`config.mk`:
```
export PLATFORM = sky130hd
export DESIGN_NAME = reset_source_supervisor
export DESIGN_NICKNAME = d
export VERILOG_FILES = /design/src/reset_supervisor_pkg.sv /design/src/reset_source_supervisor.sv
export SDC_FILE = /design/constraint.sdc
export NUM_CORES = 1
export LEC_CHECK = 0
export BUFFER_PORTS_ARGS = -buffer_cell sky130_fd_sc_hd__buf_2
export CELL_PAD_IN_SITES_DETAIL_PLACEMENT = 0
export CELL_PAD_IN_SITES_GLOBAL_PLACEMENT = 1
export CORE_ASPECT_RATIO = 1.5
export CORE_MARGIN = 2
export CORE_UTILIZATION = 46
export CTS_BUF_LIST = sky130_fd_sc_hd__clkbuf_2
export DETAILED_ROUTE_END_ITERATION = 7
export PLACE_DENSITY = 0.89
export REMOVE_ABC_BUFFERS = 1
export SYNTH_ARGS = -nofsm -noshare
export SYNTH_HDL_FRONTEND = slang
export SYNTH_SLANG_ARGS = --single-unit
```
`constraint.sdc`:
```
create_clock -name clk -period 4.51 [get_ports clk]
set_input_delay 0.2255 -clock clk [delete_from_list [all_inputs] [get_ports clk]]
set_output_delay 0.2255 -clock clk [all_outputs]
set_load 0.02 [all_outputs]
```
`src/reset_supervisor_pkg.sv`:
```
// constants, types and reset values of the reset and supply supervisor
package reset_supervisor_pkg;

    // clock
    localparam int CLK_PERIOD_NS = 10;

    // initial power-on reset pulse: least width, rounded up to whole cycles
    localparam int POR_PULSE_NS = 150;
    localparam int POR_PULSE_CYC = (POR_PULSE_NS + CLK_PERIOD_NS - 1) / CLK_PERIOD_NS;
    localparam int PULSE_W = 5;
    localparam logic [PULSE_W-1:0] POR_PULSE_LOAD = PULSE_W'(POR_PULSE_CYC - 1);

    // precise regulator monitor: least gap before it may reassert
    localparam int REARM_NS = 10000;
    localparam int REARM_CYC = (REARM_NS + CLK_PERIOD_NS - 1) / CLK_PERIOD_NS;
    localparam int REARM_W = 10;
    localparam logic [REARM_W-1:0] REARM_LOAD = REARM_W'(REARM_CYC);

    // low-voltage trip points: base + code * step, in millivolts
    localparam int LV_TRIP_BASE_MV = 1700;
    localparam int LV_TRIP_STEP_MV = 250;
    localparam int LV_TRIP_MAX_MV = 5450;
    localparam int AHV_TRIP_MV = 5750;
    localparam int TRIP_W = 4;
    localparam logic [TRIP_W-1:0] LV_TRIP_CODE_MAX =
        TRIP_W'((LV_TRIP_MAX_MV - LV_TRIP_BASE_MV) / LV_TRIP_STEP_MV);

    // watchdog counter width
    localparam int WDT_W = 16;

    // synchroniser bit positions
    localparam int SYNC_W = 7;
    localparam int SYN_POR = 0;
    localparam int SYN_EXT = 1;
    localparam int SYN_PDIG = 2;
    localparam int SYN_PANA = 3;
    localparam int SYN_ALOW = 4;
    localparam int SYN_DLOW = 5;
    localparam int SYN_AHIGH = 6;
    localparam logic [SYNC_W-1:0] SYNC_IDLE = 7'h02;

    // reset status bit positions
    localparam int ST_W = 7;
    localparam int ST_PREC = 0;
    localparam int ST_EXT = 1;
    localparam int ST_SW = 2;
    localparam int ST_WDT = 3;
    localparam int ST_ALOW = 4;
    localparam int ST_DLOW = 5;
    localparam int ST_AHIGH = 6;

    // voltage interrupt bit positions
    localparam int IRQ_W = 3;
    localparam int IRQ_ALOW = 0;
    localparam int IRQ_DLOW = 1;
    localparam int IRQ_AHIGH = 2;

    typedef enum logic [1:0] {
        PM_ACTIVE = 2'h0,
        PM_SLEEP = 2'h1,
        PM_HIBERNATE = 2'h3
    } power_mode_e;

    typedef struct packed {
        logic [SYNC_W-1:0] sync1;
        logic [SYNC_W-1:0] sync2;
        logic bootDone;
        logic devReset;
        logic [PULSE_W-1:0] pulseCnt;
        logic precLatch;
        logic [REARM_W-1:0] rearmCnt;
        logic wdtEn;
        logic [WDT_W-1:0] wdtCnt;
        logic [ST_W-1:0] status;
        logic [IRQ_W-1:0] irqFlags;
        logic [IRQ_W-1:0] irqOut;
        logic wakeReq;
        logic initMonEn;
        logic precDigEn;
        logic precAnaEn;
        logic lvMonEn;
        logic [TRIP_W-1:0] aTrip;
        logic [TRIP_W-1:0] dTrip;
    } sup_state_s;

    localparam sup_state_s SUP_STATE_RST = '{
        sync1: SYNC_IDLE,
        sync2: SYNC_IDLE,
        devReset: 1'b1,
        pulseCnt: POR_PULSE_LOAD,
        initMonEn: 1'b1,
        default: '0
    };

endpackage : reset_supervisor_pkg

```
`src/reset_source_supervisor.sv`:
```
// reset source combiner, supply monitor control, voltage interrupts and watchdog
//
// What this block does
// - initial power-on monitor trip gives a reset of at least 150 ns, longer while ramping
// - after boot the initial monitor is off; the precise regulator monitor supervises
// - a precise regulator monitor trip resets exactly like the initial power-on reset
// - the precise monitor reset cannot reassert within 10 us of deasserting
// - software has no control that turns off the digital precise monitor
// - disabling the analog regulator also disables the analog precise monitor
// - precise monitor off in sleep and hibernate, except during sleep buzz windows
// - low-voltage trip points 1.70 V to 5.45 V in 250 mV steps
// - analog high-voltage interrupt uses a fixed 5.75 V trip level
// - each low-voltage detector can be set to reset the device instead of interrupting
// - voltage monitors stay off until boot completes after power-on reset; in sleep only when buzzed
// - an interrupt caught while buzzing first wakes the device, then is recognised
// - external reset pin held low keeps the device in power-on style reset
// - external reset pin works in sleep and hibernate; pulled up when undriven
// - software reset request gives a reset equal to the power-on reset
// - a separate block bit stops the software reset request from resetting
// - watchdog not cleared within the programmed timeout resets the device
// - watchdog off after power-on; once enabled it stays on until next power-on
// - reset status records causes and voltage events; cleared only by power-on
// - the device reset output resets processor, peripherals and their registers
`timescale 1ns/1ps

module reset_source_supervisor
    import reset_supervisor_pkg::*;
(
    input wire logic clk,
    input wire logic rst,
    input wire logic powerOnTrip,
    input wire logic externalResetN,
    input wire logic precDigLow,
    input wire logic precAnaLow,
    input wire logic vddaBelowTrip,
    input wire logic vdddBelowTrip,
    input wire logic vddaAboveHigh,
    input wire logic bootComplete,
    input wire power_mode_e powerMode,
    input wire logic buzzWindow,
    input wire logic analogRegEnable,
    input wire logic [TRIP_W-1:0] analogLowTripSel,
    input wire logic [TRIP_W-1:0] digitalLowTripSel,
    input wire logic analogLowResetMode,
    input wire logic digitalLowResetMode,
    input wire logic [IRQ_W-1:0] irqClear,
    input wire logic softwareResetRequest,
    input wire logic softwareResetBlock,
    input wire logic wdtClear,
    input wire logic wdtEnableSet,
    input wire logic [WDT_W-1:0] wdtTimeout,
    output logic deviceReset,
    output logic initMonitorEnable,
    output logic precDigEnable,
    output logic precAnaEnable,
    output logic voltMonitorEnable,
    output logic [TRIP_W-1:0] analogLowTripCode,
    output logic [TRIP_W-1:0] digitalLowTripCode,
    output logic [IRQ_W-1:0] voltIrq,
    output logic wakeRequest,
    output logic [ST_W-1:0] resetStatus,
    output logic watchdogEnabled
);

    sup_state_s state_reg;
    sup_state_s state_next;

    logic porEvent;
    logic extActive;
    logic precTrip;
    logic swTrip;
    logic wdtTrip;
    logic aLow;
    logic dLow;
    logic aHigh;
    logic lvReset;
    logic anyTrip;
    logic monOn;
    logic [IRQ_W-1:0] irqSet;
    logic [ST_W-1:0] statusSet;

    always_comb begin
        state_next = state_reg;

        // two-stage synchronisers for everything from outside the clock domain
        state_next.sync1 = {vddaAboveHigh, vdddBelowTrip, vddaBelowTrip,
                            precAnaLow, precDigLow, externalResetN, powerOnTrip};
        state_next.sync2 = state_reg.sync1;

        // initial monitor only counts before boot has completed
        porEvent = state_reg.sync2[SYN_POR] & state_reg.initMonEn;
        // pin is live in every power mode, pull-up is outside the logic
        extActive = ~state_reg.sync2[SYN_EXT];
        // precise trip blocked while the rearm gap runs
        precTrip = ((state_reg.sync2[SYN_PDIG] & state_reg.precDigEn)
                    | (state_reg.sync2[SYN_PANA] & state_reg.precAnaEn))
                   & (state_reg.rearmCnt == '0);
        swTrip = softwareResetRequest & ~softwareResetBlock;
        wdtTrip = state_reg.wdtEn & (state_reg.wdtCnt >= wdtTimeout);

        // voltage comparators only count while their monitors are on
        aLow = state_reg.sync2[SYN_ALOW] & state_reg.lvMonEn;
        dLow = state_reg.sync2[SYN_DLOW] & state_reg.lvMonEn;
        aHigh = state_reg.sync2[SYN_AHIGH] & state_reg.lvMonEn;
        lvReset = (aLow & analogLowResetMode) | (dLow & digitalLowResetMode);

        anyTrip = porEvent | extActive | precTrip | swTrip | wdtTrip | lvReset;

        // every source loads the same power-on pulse stretcher
        if (anyTrip) begin
            state_next.pulseCnt = POR_PULSE_LOAD;
        end else if (state_reg.pulseCnt != '0) begin
            state_next.pulseCnt = state_reg.pulseCnt - PULSE_W'(1);
        end
        // registered, so release always lands on a clock edge
        state_next.devReset = anyTrip | (state_reg.pulseCnt != '0);

        // boot handshake, taken only outside reset
        if (bootComplete & ~state_reg.devReset) begin
            state_next.bootDone = 1'b1;
        end
        state_next.initMonEn = ~state_next.bootDone;

        // monitors run after boot in active mode, or in sleep while buzzed
        monOn = state_reg.bootDone & ((powerMode == PM_ACTIVE)
                | ((powerMode == PM_SLEEP) & buzzWindow));
        // no software input reaches the digital precise enable
        state_next.precDigEn = monOn;
        state_next.precAnaEn = monOn & analogRegEnable;
        state_next.lvMonEn = monOn;

        // trip codes: every 4-bit code is a legal step up to the top point
        state_next.aTrip = (analogLowTripSel > LV_TRIP_CODE_MAX) ?
                           LV_TRIP_CODE_MAX : analogLowTripSel;
        state_next.dTrip = (digitalLowTripSel > LV_TRIP_CODE_MAX) ?
                           LV_TRIP_CODE_MAX : digitalLowTripSel;

        // rearm gap starts when a reset caused by the precise monitor ends
        if (state_reg.rearmCnt != '0) begin
            state_next.rearmCnt = state_reg.rearmCnt - REARM_W'(1);
        end
        if (precTrip) begin
            state_next.precLatch = 1'b1;
        end else if (state_reg.devReset & ~state_next.devReset & state_reg.precLatch) begin
            state_next.precLatch = 1'b0;
            state_next.rearmCnt = REARM_LOAD;
        end

        // watchdog enable is sticky until power-on
        if (wdtEnableSet) begin
            state_next.wdtEn = 1'b1;
        end
        if (state_reg.devReset | wdtClear | ~state_reg.wdtEn) begin
            state_next.wdtCnt = '0;
        end else if (~wdtTrip) begin
            state_next.wdtCnt = state_reg.wdtCnt + WDT_W'(1);
        end

        // voltage interrupts: a detector in reset mode raises no interrupt
        irqSet = '0;
        irqSet[IRQ_ALOW] = aLow & ~analogLowResetMode;
        irqSet[IRQ_DLOW] = dLow & ~digitalLowResetMode;
        irqSet[IRQ_AHIGH] = aHigh;
        // set wins over a clear in the same cycle
        state_next.irqFlags = (state_reg.irqFlags & ~irqClear) | irqSet;
        if (state_reg.devReset) begin
            state_next.irqFlags = '0;
        end
        // outside active mode an event asks for wakeup first
        if (powerMode == PM_ACTIVE) begin
            state_next.wakeReq = 1'b0;
        end else if (irqSet != '0) begin
            state_next.wakeReq = 1'b1;
        end
        state_next.irqOut = (powerMode == PM_ACTIVE) ? state_next.irqFlags : '0;

        // status keeps causes across every reset except power-on
        statusSet = '0;
        statusSet[ST_PREC] = precTrip;
        statusSet[ST_EXT] = extActive;
        statusSet[ST_SW] = swTrip;
        statusSet[ST_WDT] = wdtTrip;
        statusSet[ST_ALOW] = aLow;
        statusSet[ST_DLOW] = dLow;
        statusSet[ST_AHIGH] = aHigh;
        state_next.status = state_reg.status | statusSet;

        // a power-on event restarts boot and clears the sticky state
        if (porEvent) begin
            state_next.bootDone = 1'b0;
            state_next.initMonEn = 1'b1;
            state_next.wdtEn = 1'b0;
            state_next.status = '0;
        end
    end

    always_ff @(posedge clk) begin
        if (rst) begin
            state_reg <= SUP_STATE_RST;
        end else begin
            state_reg <= state_next;
        end
    end

    assign deviceReset = state_reg.devReset;
    assign initMonitorEnable = state_reg.initMonEn;
    assign precDigEnable = state_reg.precDigEn;
    assign precAnaEnable = state_reg.precAnaEn;
    assign voltMonitorEnable = state_reg.lvMonEn;
    assign analogLowTripCode = state_reg.aTrip;
    assign digitalLowTripCode = state_reg.dTrip;
    assign voltIrq = state_reg.irqOut;
    assign wakeRequest = state_reg.wakeReq;
    assign resetStatus = state_reg.status;
    assign watchdogEnabled = state_reg.wdtEn;

    // last cycle after a precise-caused release at which a precise trip is still refused
    localparam int REARM_GAP_LAST = REARM_CYC - 1;
endmodule : reset_source_supervisor

```
==> flow_summary.yaml <==
cells_and_area:
  stdcell_area_sq_um: 4030
  nNetsFinal: 517
  num-fill-cells: 649
  drive_gt1_share_pct: 23.7
  area_growth_pct: 18.6
  largest_register_ffs: 43
  antennaDiodeCount: 0
setup_path:
  cp_data_required_time_ns: 4.95
  crit_type: "reg2reg"
  crit_fanout: 16
  r2r_end: "state_reg[48]$_SDFF_PP0_"
  r2r.worst_path.cells: 8
  cp-end-kind: "flop"
  worst-r2r-setup-slack_ns: 1.81
  cp.arrival_ns: 3.14
  r2r_start: "state_reg[26]$_SDFFE_PP0N_"
  startpoint_type: "flop"
place:
  dp_hpwl_microns: 5150
  placed_cell_area_sq_um: 3690
  place_congestion: 0.800
  port_buffers: 71
  place_ws_ns: 1.84
die:
  die_h_microns: 109
  die_w_microns: 74.2
  start_util_pct: 47.4
  core_sq_um: 7180
  io_pins: 72
  rows: 38
  die_area_sq_um: 8110
clock_tree:
  cts_resized: 0
  clk_pin_slew_ns: 0.23
  ctsHoldBuffers: 20
  postCtsSetupBuffers: 0
  cts_buffers: 9
  cts_tree: "built"
  cts_max_level: 3
  numClockSinks: 74
  insertion_delay_ns: 0.51
  clockBufferDepth: 2
  cts_root_buf: "clkbuf_2"
global_routing:
  grt_antenna_before_repair: 0
  grt_usage_pct: 19.0
  grt_max_degree: 43
  grt_pass1_vias: 2728
  grt_pass1_wl_microns: 11900
  grt_overflow: 0
routing:
  vias: 2824
  wl_met1_microns: 3110
  drc: 0
  wl_met3_microns: 328
  wl_met2_microns: 3680
  vias_per_cell: 5.09
  wl_microns: 7290
  drt-initial-drc-count: 161
  maxUsedRoutingLayer: "met4"
  ant_nets: 0
  wl_per_cell_microns: 13.1
  firstDrtPassIters: 4
timing:
  post-route-min-period_ns: 2.70
  tightest_slew_ns: 1.20
  tns_ns: 0
  report.final.slew_viol_count: 0
  setup_viol_count_final: 0
  rsz0062_at_grt: "no"
  hold_viol_final: 0
  timing.fmax_mhz: 370
  layout_setup_ws_ns: 1.81
  skew_ns: 0.0394
  maxSlewHeadroom_pct: 19.2
  fin_crit_sh_pct: 60.0
power_and_ir_drop:
  leakage_uw: 0.00173
  irDropWorstVdd_v: 0.000201
  cellPowerDensity_nw_per_um2: 358
run_status:
  outcome: "completed"
logic_synthesis:
  ys_seq_elements: 74
  synthDistinctLibCells: 52
  async_flop_share_pct: 0
  synth_edf_count: 0
  synthCells: 373
  yosysSeqAreaShare_pct: 43.6
  yosysWarningCount: 0
  synth.avg_cell_area_sq_um: 9.11
  synth_ff_type: "dfxtp_1"
  synth_area_sq_um: 3400
hold_path:
  hp-class: "in2reg"
  worstHoldStart: "digitalLowResetMode"
  worstHoldEndpoint: "state_reg[17]$_SDFF_PP0_"
  min_path_cells: 3
run:
  drv_cap: 0
[cell families (layout without fill, tap and decap cells)]
logic type	after synthesis	in the layout	synth area share (%)
DFF	74	74	43.6
adders and majority gates	20	20	7.36
xor gates and xnor gates	10	10	2.58
muxes	4	4	1.25
and+or+nand+nor	140	140	22.7
buffers and inverters	59	141	9.09
AOI/OAI and AO/OA	66	66	13.4
[per-layer routing]
metal  GRT usage (%)  vias to the layer above
li1                -                     1431
met2            34.3                       84
met3            3.42                       18
met5               0                        -
met4            8.96                        0
met1            21.0                     1291
[through the flow]
stage | cells | hold WS [ns] | util [%] | total power (uW)
6_report | 555 | 0.0366 | 56.2 | 1440
3_3_place_gp | 516 | 0.395 | 51.4 | 1070
3_5_place_dp | 516 | 0.394 | 51.4 | 1080
2_1_floorplan | 345 | 0.288 | - | 1000
5_1_grt | 555 | 0.0158 | 56.2 | 1540
4_1_cts | 552 | 0.000506 | 55.8 | 1460
[cells in the final DEF (no fill, tap or decap), types with 2 or more instances in the layout]
cell type and instances:
a211oi_1 2, a21oi_1 24, a21oi_2 7, a22oi_1 2, and2_1 4, and3_1 4, buf_2 71, clkbuf_2 9
clkinv_2 3, clkinv_4 2, dfxtp_1 74, dlygate4sd3_1 23, ha_1 20, inv_1 30, mux2_2 2, mux2i_1 2
nand2_1 20, nand2b_1 5, nand3_1 12, nand3b_1 2, nand4_1 5, nor2_1 26, nor2b_1 23, nor3_1 9
nor3_2 2, nor4_1 4, nor4b_1 2, o211ai_1 2, o21ai_0 4, o21ai_1 7, o22ai_1 2, o31ai_1 7
or2_2 3, or3_1 7, or4_1 7, xnor2_1 7, xor2_1 3
[synth_stat cells (all sizes together) (7+ instances only)]
library cell / count / area, sq um
buf: 23 / 174
o31ai: 7 / 52.6
nand2: 20 / 75.1
ha: 20 / 250
nor2b: 23 / 144
or3: 7 / 43.8
nand3: 12 / 60.1
nor3: 11 / 65.1
dfxtp: 74 / 1480
inv: 31 / 116
a21oi: 31 / 181
nor2: 27 / 104
xnor2: 7 / 61.3
o21ai: 11 / 55.1
or4: 7 / 52.6
[critical path, cell delays in order (launching register included)]
cell and delay [ns]:
dfxtp_1 0.42, inv_1 0.09, ha_1 0.26, nand2b_1 0.13, a2111o_1 0.45, a41oi_2 0.28, a21oi_2 0.26, or3_1 0.59
a21oi_2 0.17
[cell type report]
cell class                 count  area (sq um)  area share, %
timing repair buffer          94           586           14.5
multi-input combinational    240          1610           39.9
clock inverter                 7          70.1           1.74
clock buffer                   9          45.0           1.12
inverter                      31           116           2.89
tap                          100           125           3.10
sequential                    74          1480           36.7
[how the worst max path moves through the flow]
stage / endpoint / depth (start not counted) / from
finish: state_reg[48]$_SDFF_PP0_ / 8 / state_reg[26]$_SDFFE_PP0N_
global route: state_reg[46]$_SDFF_PP0_ / 7 / state_reg[40]$_SDFFE_PP0N_
CTS: state_reg[49]$_SDFF_PP0_ / 7 / state_reg[39]$_SDFFE_PP0N_
detailed placement: state_reg[49]$_SDFF_PP0_ / 7 / state_reg[40]$_SDFFE_PP0N_
global placement: state_reg[40]$_SDFFE_PP0N_ / 8 / state_reg[26]$_SDFFE_PP0N_
floorplan: state_reg[48]$_SDFF_PP0_ / 8 / state_reg[26]$_SDFFE_PP0N_
[power breakdown]
group          internal, uW  switching [uW]  total, uW
Sequential              704            36.6        740
Combinational           174             169        342
Clock                   127             235        362
(Power assumes the default switching activity.)
